$ cat config.mk
export PLATFORM = sky130hd
export DESIGN_NAME = csr_core_regs
export DESIGN_NICKNAME = d
export VERILOG_FILES = /design/src/rtl/csr_pkg.sv /design/src/rtl/csr_mem_if.sv /design/src/rtl/csr_data_ram.sv /design/src/rtl/csr_addr_resolve.sv /design/src/rtl/csr_core_regs.sv
export SDC_FILE = /design/constraint.sdc
export NUM_CORES = 1
export LEC_CHECK = 0
export CAP_MARGIN = 20
export CORE_ASPECT_RATIO = 0.75
export CORE_MARGIN = 5
export CORE_UTILIZATION = 45
export CTS_CLUSTER_DIAMETER = 150
export DETAILED_ROUTE_END_ITERATION = 8
export DONT_BUFFER_PORTS = 1
export PLACE_DENSITY = 0.59
export SYNTH_ARGS = -nofsm -noshare
export SYNTH_HDL_FRONTEND = slang
export SYNTH_SLANG_ARGS = --single-unit
$ cat constraint.sdc
create_clock -name i_clk_sys -period 3.76 [get_ports i_clk_sys]
set_input_delay 0.564 -clock i_clk_sys [delete_from_list [all_inputs] [get_ports i_clk_sys]]
set_output_delay 0.564 -clock i_clk_sys [all_outputs]
set_load 0.05 [all_outputs]
$ cat src/rtl/csr_pkg.sv
// shared constants and types of the core special register block
package csr_pkg;
  // special register locations, identical in both banks
  localparam logic [7:0] A_PORT0   = 8'h00;
  localparam logic [7:0] A_PTR0    = 8'h01;
  localparam logic [7:0] A_PORT1   = 8'h02;
  localparam logic [7:0] A_PTR1    = 8'h03;
  localparam logic [7:0] A_BANK    = 8'h04;
  localparam logic [7:0] A_ACCU    = 8'h05;
  localparam logic [7:0] A_PCLO    = 8'h06;
  localparam logic [7:0] A_TPTR    = 8'h07;
  localparam logic [7:0] A_THI     = 8'h08;
  localparam logic [7:0] A_STATUS  = 8'h0A;
  localparam logic [7:0] A_GP_BASE = 8'h40;
  // status field positions
  localparam int B_C    = 0;
  localparam int B_HC   = 1;
  localparam int B_Z    = 2;
  localparam int B_OVF  = 3;
  localparam int B_PWD  = 4;
  localparam int B_WTO  = 5;
  localparam int B_BANK = 0;
  // masks and reset values
  localparam logic [7:0]  BANK_MASK = 8'h01;
  localparam logic [7:0]  ST_WMASK  = 8'h0F;
  localparam logic [7:0]  RST_BANK  = 8'h00;
  localparam logic [7:0]  RST_ST    = 8'h00;
  localparam logic [7:0]  RST_BYTE  = 8'h00;
  localparam int          PC_W      = 11;
  localparam logic [10:0] RST_PC    = 11'h000;
  localparam int          RAM_AW    = 7;
  localparam int          PM_W      = 15;

  typedef enum logic [2:0] {
    OP_NONE = 3'h0,
    OP_ADD  = 3'h1,
    OP_SUB  = 3'h2,
    OP_AND  = 3'h3,
    OP_OR   = 3'h4,
    OP_XOR  = 3'h5,
    OP_RRC  = 3'h6,
    OP_RLC  = 3'h7
  } csr_alu_op_t;

  typedef enum logic [1:0] {
    TS_IDLE  = 2'h0,
    TS_FETCH = 2'h1,
    TS_STORE = 2'h3
  } csr_tbl_state_t;
endpackage : csr_pkg

$ cat src/rtl/csr_mem_if.sv
// data memory port between the register block and its ram
`timescale 1ns/1ps
interface csr_mem_if;
  import csr_pkg::*;
  logic              we;
  logic              re;
  logic [RAM_AW-1:0] addr;
  logic [7:0]        wdata;
  logic [7:0]        rdata;
  modport ctrl (output we, re, addr, wdata, input rdata);
  modport mem  (input we, re, addr, wdata, output rdata);
endinterface : csr_mem_if

$ cat src/rtl/csr_data_ram.sv
// general purpose data memory for both banks, registered read
`timescale 1ns/1ps
module csr_data_ram
  import csr_pkg::*;
(
  input  wire logic i_clk_sys, // system clock
  csr_mem_if.mem    mem        // data port
);
  logic [7:0] store [2**RAM_AW];

  always_ff @(posedge i_clk_sys) begin
    if (mem.we) begin
      store[mem.addr] <= mem.wdata;
    end
    if (mem.re) begin
      mem.rdata <= store[mem.addr];
    end
  end
endmodule : csr_data_ram

$ cat src/rtl/csr_addr_resolve.sv
// turns an operand address into effective location, bank and kind
`timescale 1ns/1ps
module csr_addr_resolve
  import csr_pkg::*;
(
  input  wire logic [7:0] i_addr, // operand address
  input  wire logic [7:0] i_mp0,  // first memory pointer
  input  wire logic [7:0] i_mp1,  // second memory pointer
  input  wire logic       i_bank, // bank select bit
  output logic      [7:0] o_addr, // effective address
  output logic            o_bank, // effective bank
  output logic            o_sfr,  // lands in special area
  output logic            o_null  // pointer aims at a port itself
);
  logic ind;

  always_comb begin
    o_bank = 1'h0;
    o_addr = i_addr;
    ind    = 1'h1;
    case (i_addr)
      A_PORT0: o_addr = i_mp0;
      A_PORT1: begin
        o_addr = i_mp1;
        o_bank = i_bank;
      end
      default: ind = 1'h0;
    endcase
  end

  // special area decodes the same in every bank; nonvolatile memory has no cell here
  assign o_sfr  = o_addr < A_GP_BASE;
  assign o_null = ind && (o_addr == A_PORT0 || o_addr == A_PORT1);
endmodule : csr_addr_resolve

$ cat src/rtl/csr_core_regs.sv
// core special registers: bank select, status, pc low, table read, accumulator
`timescale 1ns/1ps
// Operation
// - bank select bit 0 picks data bank 0 when zero, bank 1 when one.
// - any reset returns bank 0, except watchdog reset while powered down.
// - special register area decodes identically in every bank.
// - direct addresses always reach bank 0 regardless of bank select.
// - bank 1 is reached only through the indirect path.
// - unused upper bits of bank select and status read zero.
// - writing the pc low byte jumps within the current page.
// - a pc low write inserts one dummy instruction cycle.
// - table read loads high byte to table high, low byte to named spot.
// - status writes never change watchdog or power-down flags.
// - watchdog flag set on time-out; cleared by power-up, clear, halt.
// - power-down flag set by halt; cleared by power-up or watchdog clear.
// - carry set on add carry or no subtract borrow; rotates update it.
// - half carry reflects low nibble carry or no low nibble borrow.
// - zero flag set when arithmetic or logic result is zero.
// - overflow set when carry into and out of bit 7 differ.
// - status is never saved automatically on interrupt or call.
// - no register-to-register move; all unit results land in accumulator.
// - nonvolatile data memory stays outside the direct address map.
// - second pointer port reaches any bank, first port bank 0 only.
// - unused special locations read zero.
module csr_core_regs
  import csr_pkg::*;
(
  input  wire logic             i_clk_sys,          // system clock
  input  wire logic             i_reset,            // power-up reset
  input  wire logic             i_soft_reset,       // other reset pulse
  input  wire logic             i_wdt_pd_reset,     // that reset is a sleep time-out
  input  wire logic             i_wdt_timeout,      // watchdog time-out event
  input  wire logic             i_watchdog_clear_instruction,          // watchdog clear instruction
  input  wire logic             i_halt,             // halt instruction
  input  wire logic             i_acc_req,          // data memory access
  input  wire logic             i_acc_wr,           // access is a write
  input  wire logic [7:0]       i_acc_addr,         // operand address
  input  wire logic [7:0]       i_acc_wdata,        // write data
  input  wire csr_alu_op_t      i_alu_op,           // unit operation
  input  wire logic [7:0]       i_alu_b,            // second operand
  input  wire logic             i_step,             // instruction advance
  input  wire logic             i_tblrd,            // table read instruction
  input  wire logic             i_tbl_to_acc,       // low byte goes to accumulator
  input  wire logic [PM_W-1:0]  i_pmem_data,        // program word
  output logic      [7:0]       o_rd_data,          // read data
  output logic                  o_rd_valid,         // read data strobe
  output logic      [PC_W-1:0]  o_pmem_addr,        // table fetch address
  output logic                  o_pmem_rd,          // table fetch strobe
  output logic      [PC_W-1:0]  o_pc,               // program counter
  output logic                  o_dummy_cycle,      // inserted idle cycle
  output logic      [7:0]       o_work_accumulator, // accumulator
  output logic      [7:0]       o_status            // status register
);
  logic [7:0]      data_bank_select;
  logic [7:0]      memory_pointer_0;
  logic [7:0]      memory_pointer_1;
  logic [7:0]      work_accumulator;
  logic [PC_W-1:0] program_counter;
  logic [7:0]      table_pointer;
  logic [7:0]      table_high_byte;
  logic [7:0]      core_status_flags;
  logic            dummy;
  logic [PC_W-1:0] pmem_addr;
  logic            pmem_rd;
  csr_tbl_state_t  tbl_state;
  logic            tbl_to_acc;
  logic [7:0]      tbl_dst;

  logic [7:0]      next_data_bank_select;
  logic [7:0]      next_memory_pointer_0;
  logic [7:0]      next_memory_pointer_1;
  logic [7:0]      next_work_accumulator;
  logic [PC_W-1:0] next_program_counter;
  logic [7:0]      next_table_pointer;
  logic [7:0]      next_table_high_byte;
  logic [7:0]      next_core_status_flags;
  logic            next_dummy;
  logic [PC_W-1:0] next_pmem_addr;
  logic            next_pmem_rd;
  csr_tbl_state_t  next_tbl_state;
  logic            next_tbl_to_acc;
  logic [7:0]      next_tbl_dst;

  logic            rd_p1;
  logic            rd_ram;
  logic [7:0]      rd_sfr;
  logic            next_rd_p1;
  logic            next_rd_ram;
  logic [7:0]      next_rd_sfr;
  logic [7:0]      next_rd_data;
  logic            next_rd_valid;

  logic [7:0]      eff_addr;
  logic            eff_bank;
  logic            eff_sfr;
  logic            eff_null;
  logic            acc_wr;
  logic            acc_rd;
  logic            sfr_wr;
  logic [10:0]     ev;
  logic            alu_arith;
  logic            alu_logic;
  logic            alu_rot;

  csr_mem_if mem ();

  csr_data_ram u_ram (
    .i_clk_sys (i_clk_sys),
    .mem       (mem.mem)
  );

  csr_addr_resolve u_res (
    .i_addr (i_acc_addr),
    .i_mp0  (memory_pointer_0),
    .i_mp1  (memory_pointer_1),
    .i_bank (data_bank_select[B_BANK]),
    .o_addr (eff_addr),
    .o_bank (eff_bank),
    .o_sfr  (eff_sfr),
    .o_null (eff_null)
  );

  // returns {carry, half carry, overflow, result}
  function automatic logic [10:0] alu_eval(input csr_alu_op_t op,
                                           input logic [7:0]  a,
                                           input logic [7:0]  b,
                                           input logic        cin);
    logic [7:0] bb;
    logic       ci;
    logic [8:0] sum;
    logic [4:0] low;
    logic [7:0] sev;
    bb  = (op == OP_SUB) ? ~b : b;
    ci  = (op == OP_SUB);
    sum = {1'h0, a} + {1'h0, bb} + {8'h00, ci};
    low = {1'h0, a[3:0]} + {1'h0, bb[3:0]} + {4'h0, ci};
    sev = {1'h0, a[6:0]} + {1'h0, bb[6:0]} + {7'h00, ci};
    case (op)
      OP_ADD, OP_SUB: alu_eval = {sum[8], low[4], sev[7] ^ sum[8], sum[7:0]};
      OP_AND:         alu_eval = {cin, 2'h0, a & b};
      OP_OR:          alu_eval = {cin, 2'h0, a | b};
      OP_XOR:         alu_eval = {cin, 2'h0, a ^ b};
      OP_RRC:         alu_eval = {a[0], 2'h0, cin, a[7:1]};
      OP_RLC:         alu_eval = {a[7], 2'h0, a[6:0], cin};
      default:        alu_eval = {cin, 2'h0, a};
    endcase
  endfunction : alu_eval

  // indirect access to a port itself reads zero and writes nothing
  assign acc_wr    = i_acc_req && i_acc_wr && !eff_null;
  assign acc_rd    = i_acc_req && !i_acc_wr;
  assign sfr_wr    = acc_wr && eff_sfr;
  assign alu_arith = (i_alu_op == OP_ADD) || (i_alu_op == OP_SUB);
  assign alu_logic = (i_alu_op == OP_AND) || (i_alu_op == OP_OR) || (i_alu_op == OP_XOR);
  assign alu_rot   = (i_alu_op == OP_RRC) || (i_alu_op == OP_RLC);
  assign ev = alu_eval(i_alu_op, work_accumulator, i_alu_b, core_status_flags[B_C]);

  always_comb begin
    next_data_bank_select  = data_bank_select;
    next_memory_pointer_0  = memory_pointer_0;
    next_memory_pointer_1  = memory_pointer_1;
    next_work_accumulator  = work_accumulator;
    next_program_counter   = program_counter;
    next_table_pointer     = table_pointer;
    next_table_high_byte   = table_high_byte;
    next_core_status_flags = core_status_flags;
    next_dummy             = 1'h0;
    next_pmem_addr         = pmem_addr;
    next_pmem_rd           = 1'h0;
    next_tbl_state         = tbl_state;
    next_tbl_to_acc        = tbl_to_acc;
    next_tbl_dst           = tbl_dst;

    // the pc stalls for the dummy cycle after a jump
    if (i_step && !dummy) begin
      next_program_counter = PC_W'(program_counter + 1'h1);
    end

    // every unit result lands in the accumulator only
    if (i_alu_op != OP_NONE) begin
      next_work_accumulator = ev[7:0];
    end
    if (alu_arith) begin
      next_core_status_flags[B_C]  = ev[10];
      next_core_status_flags[B_HC]  = ev[9];
      next_core_status_flags[B_OVF] = ev[8];
    end
    if (alu_rot) begin
      next_core_status_flags[B_C] = ev[10];
    end
    if (alu_arith || alu_logic) begin
      next_core_status_flags[B_Z] = (ev[7:0] == 8'h00);
    end

    if (sfr_wr) begin
      case (eff_addr)
        A_PTR0: next_memory_pointer_0 = i_acc_wdata;
        A_PTR1: next_memory_pointer_1 = i_acc_wdata;
        A_BANK: begin
          next_data_bank_select = i_acc_wdata & BANK_MASK;
        end
        A_ACCU: next_work_accumulator = i_acc_wdata;
        A_PCLO: begin
          next_program_counter = {program_counter[PC_W-1:8], i_acc_wdata};
          next_dummy           = 1'h1;
        end
        A_TPTR: next_table_pointer = i_acc_wdata;
        A_STATUS: begin
          next_core_status_flags = (next_core_status_flags & ~ST_WMASK)
                                 | (i_acc_wdata & ST_WMASK);
        end
        default: begin
          next_dummy = 1'h0;
        end
      endcase
    end

    // status is only held here; nothing stacks it on call or interrupt
    if (i_watchdog_clear_instruction) begin
      next_core_status_flags[B_WTO] = 1'h0;
      next_core_status_flags[B_PWD] = 1'h0;
    end
    if (i_halt) begin
      next_core_status_flags[B_WTO] = 1'h0;
      next_core_status_flags[B_PWD] = 1'h1;
    end
    // a time-out in the same cycle as a clear still sets the flag
    if (i_wdt_timeout) begin
      next_core_status_flags[B_WTO] = 1'h1;
    end

    case (tbl_state)
      TS_IDLE: begin
        if (i_tblrd) begin
          next_pmem_addr  = {program_counter[PC_W-1:8], table_pointer};
          next_pmem_rd    = 1'h1;
          next_tbl_to_acc = i_tbl_to_acc;
          next_tbl_dst    = i_acc_addr;
          next_tbl_state  = TS_FETCH;
        end
      end
      TS_FETCH: begin
        next_tbl_state = TS_STORE;
      end
      TS_STORE: begin
        next_table_high_byte = {1'h0, i_pmem_data[PM_W-1:8]};
        if (tbl_to_acc) begin
          next_work_accumulator = i_pmem_data[7:0];
        end
        next_tbl_state = TS_IDLE;
      end
      default: begin
        next_tbl_state = TS_IDLE;
      end
    endcase

    // other resets; a sleep time-out keeps the bank selection
    if (i_soft_reset) begin
      next_program_counter = RST_PC;
      next_tbl_state       = TS_IDLE;
      next_pmem_rd         = 1'h0;
      if (!i_wdt_pd_reset) begin
        next_data_bank_select = RST_BANK;
      end
    end
  end

  always_ff @(posedge i_clk_sys or posedge i_reset) begin
    if (i_reset) begin
      data_bank_select  <= RST_BANK;
      memory_pointer_0  <= RST_BYTE;
      memory_pointer_1  <= RST_BYTE;
      work_accumulator  <= RST_BYTE;
      program_counter   <= RST_PC;
      table_pointer     <= RST_BYTE;
      table_high_byte   <= RST_BYTE;
      core_status_flags <= RST_ST;
      dummy             <= 1'h0;
      pmem_addr         <= RST_PC;
      pmem_rd           <= 1'h0;
      tbl_state         <= TS_IDLE;
      tbl_to_acc        <= 1'h0;
      tbl_dst           <= RST_BYTE;
    end else begin
      data_bank_select  <= next_data_bank_select;
      memory_pointer_0  <= next_memory_pointer_0;
      memory_pointer_1  <= next_memory_pointer_1;
      work_accumulator  <= next_work_accumulator;
      program_counter   <= next_program_counter;
      table_pointer     <= next_table_pointer;
      table_high_byte   <= next_table_high_byte;
      core_status_flags <= next_core_status_flags;
      dummy             <= next_dummy;
      pmem_addr         <= next_pmem_addr;
      pmem_rd           <= next_pmem_rd;
      tbl_state         <= next_tbl_state;
      tbl_to_acc        <= next_tbl_to_acc;
      tbl_dst           <= next_tbl_dst;
    end
  end

  // data ram port; the table store takes the port in its own cycle
  always_comb begin
    mem.we    = acc_wr && !eff_sfr;
    mem.re    = acc_rd && !eff_sfr;
    mem.addr  = {eff_bank, eff_addr[RAM_AW-2:0]};
    mem.wdata = i_acc_wdata;
    if (tbl_state == TS_STORE && !tbl_to_acc) begin
      mem.we    = 1'h1;
      mem.re    = 1'h0;
      mem.addr  = {1'h0, tbl_dst[RAM_AW-2:0]};
      mem.wdata = i_pmem_data[7:0];
    end
  end

  // read path: capture in cycle 1, present in cycle 2
  always_comb begin
    next_rd_p1  = acc_rd;
    next_rd_ram = !eff_sfr && !eff_null;
    next_rd_sfr = 8'h00;
    if (!eff_null) begin
      case (eff_addr)
        A_PTR0:   next_rd_sfr = memory_pointer_0;
        A_PTR1:   next_rd_sfr = memory_pointer_1;
        A_BANK:   next_rd_sfr = data_bank_select;
        A_ACCU:   next_rd_sfr = work_accumulator;
        A_PCLO:   next_rd_sfr = program_counter[7:0];
        A_TPTR:   next_rd_sfr = table_pointer;
        A_THI:    next_rd_sfr = table_high_byte;
        A_STATUS: next_rd_sfr = core_status_flags;
        default:  next_rd_sfr = 8'h00;
      endcase
    end
    next_rd_data  = rd_ram ? mem.rdata : rd_sfr;
    next_rd_valid = rd_p1;
  end

  always_ff @(posedge i_clk_sys or posedge i_reset) begin
    if (i_reset) begin
      rd_p1      <= 1'h0;
      rd_ram     <= 1'h0;
      rd_sfr     <= 8'h00;
      o_rd_data  <= 8'h00;
      o_rd_valid <= 1'h0;
    end else begin
      rd_p1      <= next_rd_p1;
      rd_ram     <= next_rd_ram;
      rd_sfr     <= next_rd_sfr;
      o_rd_data  <= next_rd_data;
      o_rd_valid <= next_rd_valid;
    end
  end

  assign o_pmem_addr        = pmem_addr;
  assign o_pmem_rd          = pmem_rd;
  assign o_pc               = program_counter;
  assign o_dummy_cycle      = dummy;
  assign o_work_accumulator = work_accumulator;
  assign o_status           = core_status_flags;
endmodule : csr_core_regs

Word-level counts from Yosys, hierarchy flattened. Memory sizes are Yosys's and may differ from the RTL's. A register that Yosys moved wholly into a read port is not among the register bits. Cells that the tools add are included.

Bits in writable memories: 1024. Register bits after elaboration: 107. Memories kept: 1. Word-level logic and storage cells: 142. Input port bits: 54. Output and inout bits: 49.

Reductions and logical operators: 39. Muxes and demuxes: 44. Add/sub/neg operators: 7. $lt $le $gt $ge: 1. Equality and inequality tests: 21. Bitwise gates (word level): 6.

Memories: u_ram.store (depth 128, bits a word 8, read ports 1, clocked after memory_dff 1, wr ports 1, line csr_data_ram.sv:9) `logic [7:0] store [2**RAM_AW];`.

Operators by type and width (count): $mux 8 (13); $pmux 11 s6 (1); $pmux 8 s8 (1); $mux 11 (4); $eq 8x3->1 const B (4); $eq 8x2->1 const B (3); $logic_not 8->1 (3); $eq 8x4->1 const B (2); $pmux 8 s2 (1); $mux 1 (15); $reduce_and 2->1 (7); $eq 3x3->1 const B (4); $mux 6 (2); $add 11x1->11 const B (1); $logic_and 1x1->1 (10); $mux 2 (5); $add 8x8->9 (1); $add 9x1->9 (1); $reduce_bool 3->1 (3); $add 7x7->8 (1); $add 8x1->8 (1); $and 8x8->8 (1); $eq 8x1->1 const B (1); $lt 8x7->1 const B (1); other kinds (19) (32).

Longest topological paths before layout.
Depth after elaboration: 13. Gate-level depth with buffers: 15. Gate-level depth less buffers: 13.

Hierarchy. Synthesis repeated with hierarchy kept, for this count alone.

Cell total of the unflattened synthesis: 3061. Area total of the unflattened synthesis: 46822.4 um^2.

By module, submodules not included: csr_data_ram (area each 40513.9 um^2, times used 1, cells an instance 2475, sequential area each 30989.7 um^2); csr_core_regs (area each 6012.0 um^2, times used 1, cells an instance 549, sequential area each 2627.5 um^2); csr_addr_resolve (area each 296.5 um^2, times used 1, cells an instance 37, sequential area each 0.0 um^2).

Least setup slack after synthesis. OpenSTA, ideal clock, no wires.

Path kind: input port to flip-flop. From: in i_alu_op[1]. To: reg core_status_flags[2] (netlist: o_status[2]). Data required time: 3.650 ns. Arrival time: 3.468 ns. Cell stages on the path: 15. Path buffers: 2. Library setup time: 0.110 ns. Setup slack: 0.181 ns. Cells stage by stage: clkbuf_1 -> nor2b_1 -> and2_1 -> clkbuf_1 -> xnor2_1 -> inv_1 -> fa_1 -> nor2b_1 -> o21ai_0 -> and2_1 -> xnor2_1 -> a221oi_1 -> nor4b_1 -> o21ai_0 -> o41ai_1.

Word-level cells in the longest chain between the ends: 9. Elaborated cells on any way between the ends: 20. Classes of those cells: add/sub (2); eq/ne (7); mux (5); reduce/logical (6).

RTL lines: start, declared (line csr_core_regs.sv:39) `input wire csr_alu_op_t i_alu_op,`; $eq 3x2->1; $mux 8 (line csr_core_regs.sv:133) `bb = (op == OP_SUB) ? ~b : b;`; $add 8x8->9 (line csr_core_regs.sv:135) `sum = {1'h0, a} + {1'h0, bb} + {8'h00, ci};`; $add 9x1->9 (line csr_core_regs.sv:135); $pmux 11 s6 (line csr_core_regs.sv:138) `case (op)`; $logic_not 8->1 (line csr_core_regs.sv:192) `next_core_status_flags[B_Z] = (ev[7:0] == 8'h00);`; $mux 1 * (line csr_core_regs.sv:191) `if (alu_arith || alu_logic) begin`; $mux 6 (line csr_core_regs.sv:196) `case (eff_addr)`; $mux 6 * (line csr_core_regs.sv:195) `if (sfr_wr) begin`; named net next_core_status_flags[2] (line csr_core_regs.sv:76) `logic [7:0] next_core_status_flags;`; end signal, assigned (line csr_core_regs.sv:292) `core_status_flags <= next_core_status_flags;`; end, declared (line csr_core_regs.sv:61) `logic [7:0] core_status_flags;`.

The timed path passes the listed nets; every way through them passes the cells marked *. The select of a mux whose other input is x is not followed. A chain may end at the register's enable or synchronous reset.

Worst setup path in the final report.
From: reg memory_pointer_0[0]. To: reg u_ram.mem.rdata[7] (read register of u_ram.store), data pin.

Word-level cells in the longest chain between the ends: 5. Elaborated cells on any way between the ends: 6. Classes of those cells: order compare (1); mux (3); reduce/logical (2).

RTL lines: start, declared (line csr_core_regs.sv:55) `logic [7:0] memory_pointer_0;`; start signal, assigned (line csr_core_regs.sv:286) `memory_pointer_0 <= next_memory_pointer_0;`; $pmux 8 s2 * (line csr_addr_resolve.sv:21) `case (i_addr)`; $lt 8x7->1 (line csr_addr_resolve.sv:32) `assign o_sfr = o_addr < A_GP_BASE;`; $logic_not 1->1 (line csr_core_regs.sv:305) `mem.re = acc_rd && !eff_sfr;`; $logic_and 1x1->1 (line csr_core_regs.sv:305); $mux 1 (line csr_core_regs.sv:308) `if (tbl_state == TS_STORE && !tbl_to_acc) begin`; end, declared (line csr_mem_if.sv:11) `modport mem (input we, re, addr, wdata, output rdata);`.

Mark *: on every way between the ends. The rest lies on a longest branch, timed or not.

==> impl_metrics.json <==
{
  "die_x_um": 387,
  "synth-xor-area-share": 0.00365,
  "start_kind": "flop",
  "synthSimpleGateAreaFrac": 0.0725,
  "hold_violations": 0,
  "cp_max_fo": 20,
  "stdcell_area_um2": 55500,
  "gr-total-overflow": 0,
  "routedWlPerCell_um": 27.6,
  "ys_ff_latch": 1137,
  "fin_skew_ns": 0.0291,
  "slew_headroom": 0.268,
  "synth_compound_area_frac": 0.118,
  "clkSinkCount": 1137,
  "cp_slowest_cell": "o41ai_1",
  "fp.dieArea_um2": 113000,
  "ant_nets": 0,
  "io_buffers": 0,
  "dr.pass1.iters": 6,
  "insertedDiodeCount": 0,
  "antenna_found_initial": 2,
  "grtUsageMet2": 0.358,
  "vias": 30800,
  "cp.arrival_ns": 4.24,
  "post-route-util": 0.526,
  "period_minus_slack_ns": 3.81,
  "fmax_mhz": 263,
  "finalMaxSlewViolations": 0,
  "rr_startpoint": "memory_pointer_0[0]",
  "cts_buffers": 109,
  "p_per_area_nw_per_um2": 500,
  "path_buf_inv": 2,
  "place_congestion": 0.857,
  "die_h_um": 293,
  "yosys.area_share.adder": 0.00714,
  "grt_first_pass_wirelength_mm": 204,
  "ios": 103,
  "cts_root_buf": "clkbuf_16",
  "clk_pin_slew_ns": 0.06,
  "netlist_area_um2": 48000,
  "syn_area_per_cell_um2": 14.1,
  "yosys-top-cells-area": "edfxtp_1 65%, mux2_2 6.0%, dfrtp_1 5.5%",
  "first_global_vias": 29900,
  "rsz0062_at_grt": "true",
  "setup_violations": 1,
  "drive_gt1_frac": 0.208,
  "cp_cell_sequence": "mux2_2 -> a311o_2 -> nand2_4 -> buf_12 -> buf_4 -> mux2i_1 -> a21oi_1 -> o41ai_1 -> a41o_1 -> nand4_1",
  "drt_wl_total_mm": 139,
  "cts_max_level": 3,
  "grtUsageTotal": 0.238,
  "clk_latency_ns": 0.71,
  "fin_crit_sh": 1.01,
  "yosys_warnings": 0,
  "tritoncts": "done",
  "setup.worst_path.start": "memory_pointer_0[0]",
  "p_leak_nw": 18.5,
  "critical_path_class": "reg2reg",
  "worstPathRequired_ns": 4.19,
  "synth_top_area_share": 0.645,
  "multiInputGateArea_um2": 13800,
  "clock_path_buffers": 3,
  "synth_ff_type": "edfxtp_1",
  "synth_mux_area_frac": 0.0767,
  "dpl-instance-area_um2": 51200,
  "grt_max_degree": 97,
  "drc": 0,
  "register_area_um2": 33600,
  "core_area_um2": 106000,
  "finalNetCount": 3614,
  "synth.most_common_cell": "edfxtp_1",
  "violations": "negative setup slack",
  "synth_edf_count": 1032,
  "hold_slack_ns": 0.0538,
  "setup_slack_ns": -0.0461,
  "vias_per_cell": 6.10,
  "areaGrowthSynthToFinish_pct": 15.5,
  "ys_async_sr_fraction": 0.0923,
  "status": "complete, but fails checks",
  "syn_inst": 3400,
  "gr-usage-met3": 0.0417,
  "fillers": 8626,
  "ys_types": 72,
  "grtUsageMet1": 0.363,
  "hpwlAfterDp_mm": 88.0,
  "synth-seq-area-share": 0.700,
  "netlist_top_cells_count": "1032 x edfxtp_1, 423 x nand2_1, 258 x mux2_2",
  "endpoint_kind": "flop",
  "critPathMaxStageDelay_ns": 0.86,
  "synth_top_area_cell": "edfxtp_1",
  "worstMarginPinSlew_ns": 1.08,
  "vdd_ir_drop_max_uv": 373,
  "fp-row-count": 103,
  "maxCapViolations": 0,
  "grt_busiest_layer": "met1",
  "start_util": 0.455,
  "synth_top_family_by_area": "compound AO/OA/AOI/OAI gates",
  "worstHoldStart": "i_acc_wdata[6]",
  "drtIter0Drc": 3968,
  "crit_family": "compound AO/OA/AOI/OAI gates",
  "hp-class": "in2reg"
}
## path summary, 6_finish.rpt
kind	endpoint	slack [ns]	cells after the start
worst max-delay path	u_ram.mem.rdata[7]	-0.05	10
worst min-delay path	o_pc[6]	0.05	2
worst max register to register	u_ram.mem.rdata[7]	-0.05	10
worst min register to register	o_rd_valid	0.36	0
max in group asynchronous	table_pointer[1]	2.43	3
min in group asynchronous	o_rd_data[4]	0.51	2
## metrics by stage
| stage | TNS, ns | instances | worst slack (ns) | power, mW |
|---|---|---|---|---|
| floorplan | 0 | 3401 | 0.181 | 15.9 |
| global placement | -28.33 | 4798 | -0.649 | 16.8 |
| detailed placement | -45.39 | 4799 | -0.646 | 16.9 |
| CTS | -0.110 | 5040 | -0.0176 | 27.9 |
| global route | -0.436 | 5041 | -0.150 | 28.6 |
| finish | -0.0461 | 5041 | -0.0461 | 27.8 |
## worst reg2reg max path: stages, from the launching register on
cell	delay [ns]
dfrtp_1	0.45
mux2_2	0.30
a311o_2	0.45
nand2_4	0.16
buf_12	0.20
buf_4	0.32
mux2i_1	0.27
a21oi_1	0.07
o41ai_1	0.86
a41o_1	0.36
nand4_1	0.11
## cell usage in the layout, fill, tap and decap left out, types with 108 or more instances in the layout
master / instances
a21boi_0: 162
a21oi_1: 113
a22oi_1: 200
buf_4: 165
clkbuf_16: 109
edfxtp_1: 1032
mux2_2: 258
nand2_1: 411
nand3_1: 108
nor2_1: 122
o21ai_0: 117
## state kept, by name, indices dropped and copies added, names as in the netlist
register and cells:
data_bank_select 8, table_high_byte 7, tbl_to_acc 1, tbl_state 2, memory_pointer_1 8, table_pointer 8
o_work_accumulator 8, rd_sfr 8, tbl_dst 6, o_status 6, u_ram.store 1024, rd_ram 1
u_ram.mem.rdata 8, o_rd_data 8, memory_pointer_0 8, o_pc 11, o_rd_valid 1, o_pmem_addr 11
o_dummy_cycle 1, o_pmem_rd 1, next_rd_valid 1
## cell families (layout without fill, tap and decap cells)
kind of cell	after synthesis	after routing
flip-flops	1137	1137
AND/OR/NAND/NOR	813	813
AO/OA/AOI/OAI	807	807
multiplexers	331	331
buffers and inverters	264	487
adder cells (fa/ha/maj)	27	27
XOR/XNOR	20	20
other	1	2
## where the power goes
| group | leakage (nW) | internal [mW] | total, mW | switching, mW |
|---|---|---|---|---|
| Sequential | 10.7 | 13.9 | 14.2 | 0.221 |
| Combinational | 6.16 | 0.895 | 2.57 | 1.68 |
| Clock | 1.71 | 6.26 | 11.0 | 4.76 |
## per-layer routing
metal | vias up | wire (um)
met5 | - | 0
met4 | 0 | 3160
met3 | 213 | 11600
met2 | 1486 | 62100
met1 | 15700 | 62300
li1 | 13300 | -
## cell type report
type / count / share of cell area
clock buffers: 141 / 0.0522
clock inverters: 60 / 0.0116
multi-input cells: 2000 / 0.250
repair buffers: 256 / 0.0469
well taps: 1417 / 0.0320
flip-flops and latches: 1137 / 0.606
inverters: 30 / 0.00207
## timing repair
item | in CTS | in global routing
hold endpoints to repair | 133 | 0
buffers inserted | 0 | 0
hold buffers | 40 | 0
setup endpoints to repair | 285 | 429
resized for setup | 63 | 45
pin swaps | 1 | 2
(Power assumes the default switching activity.)
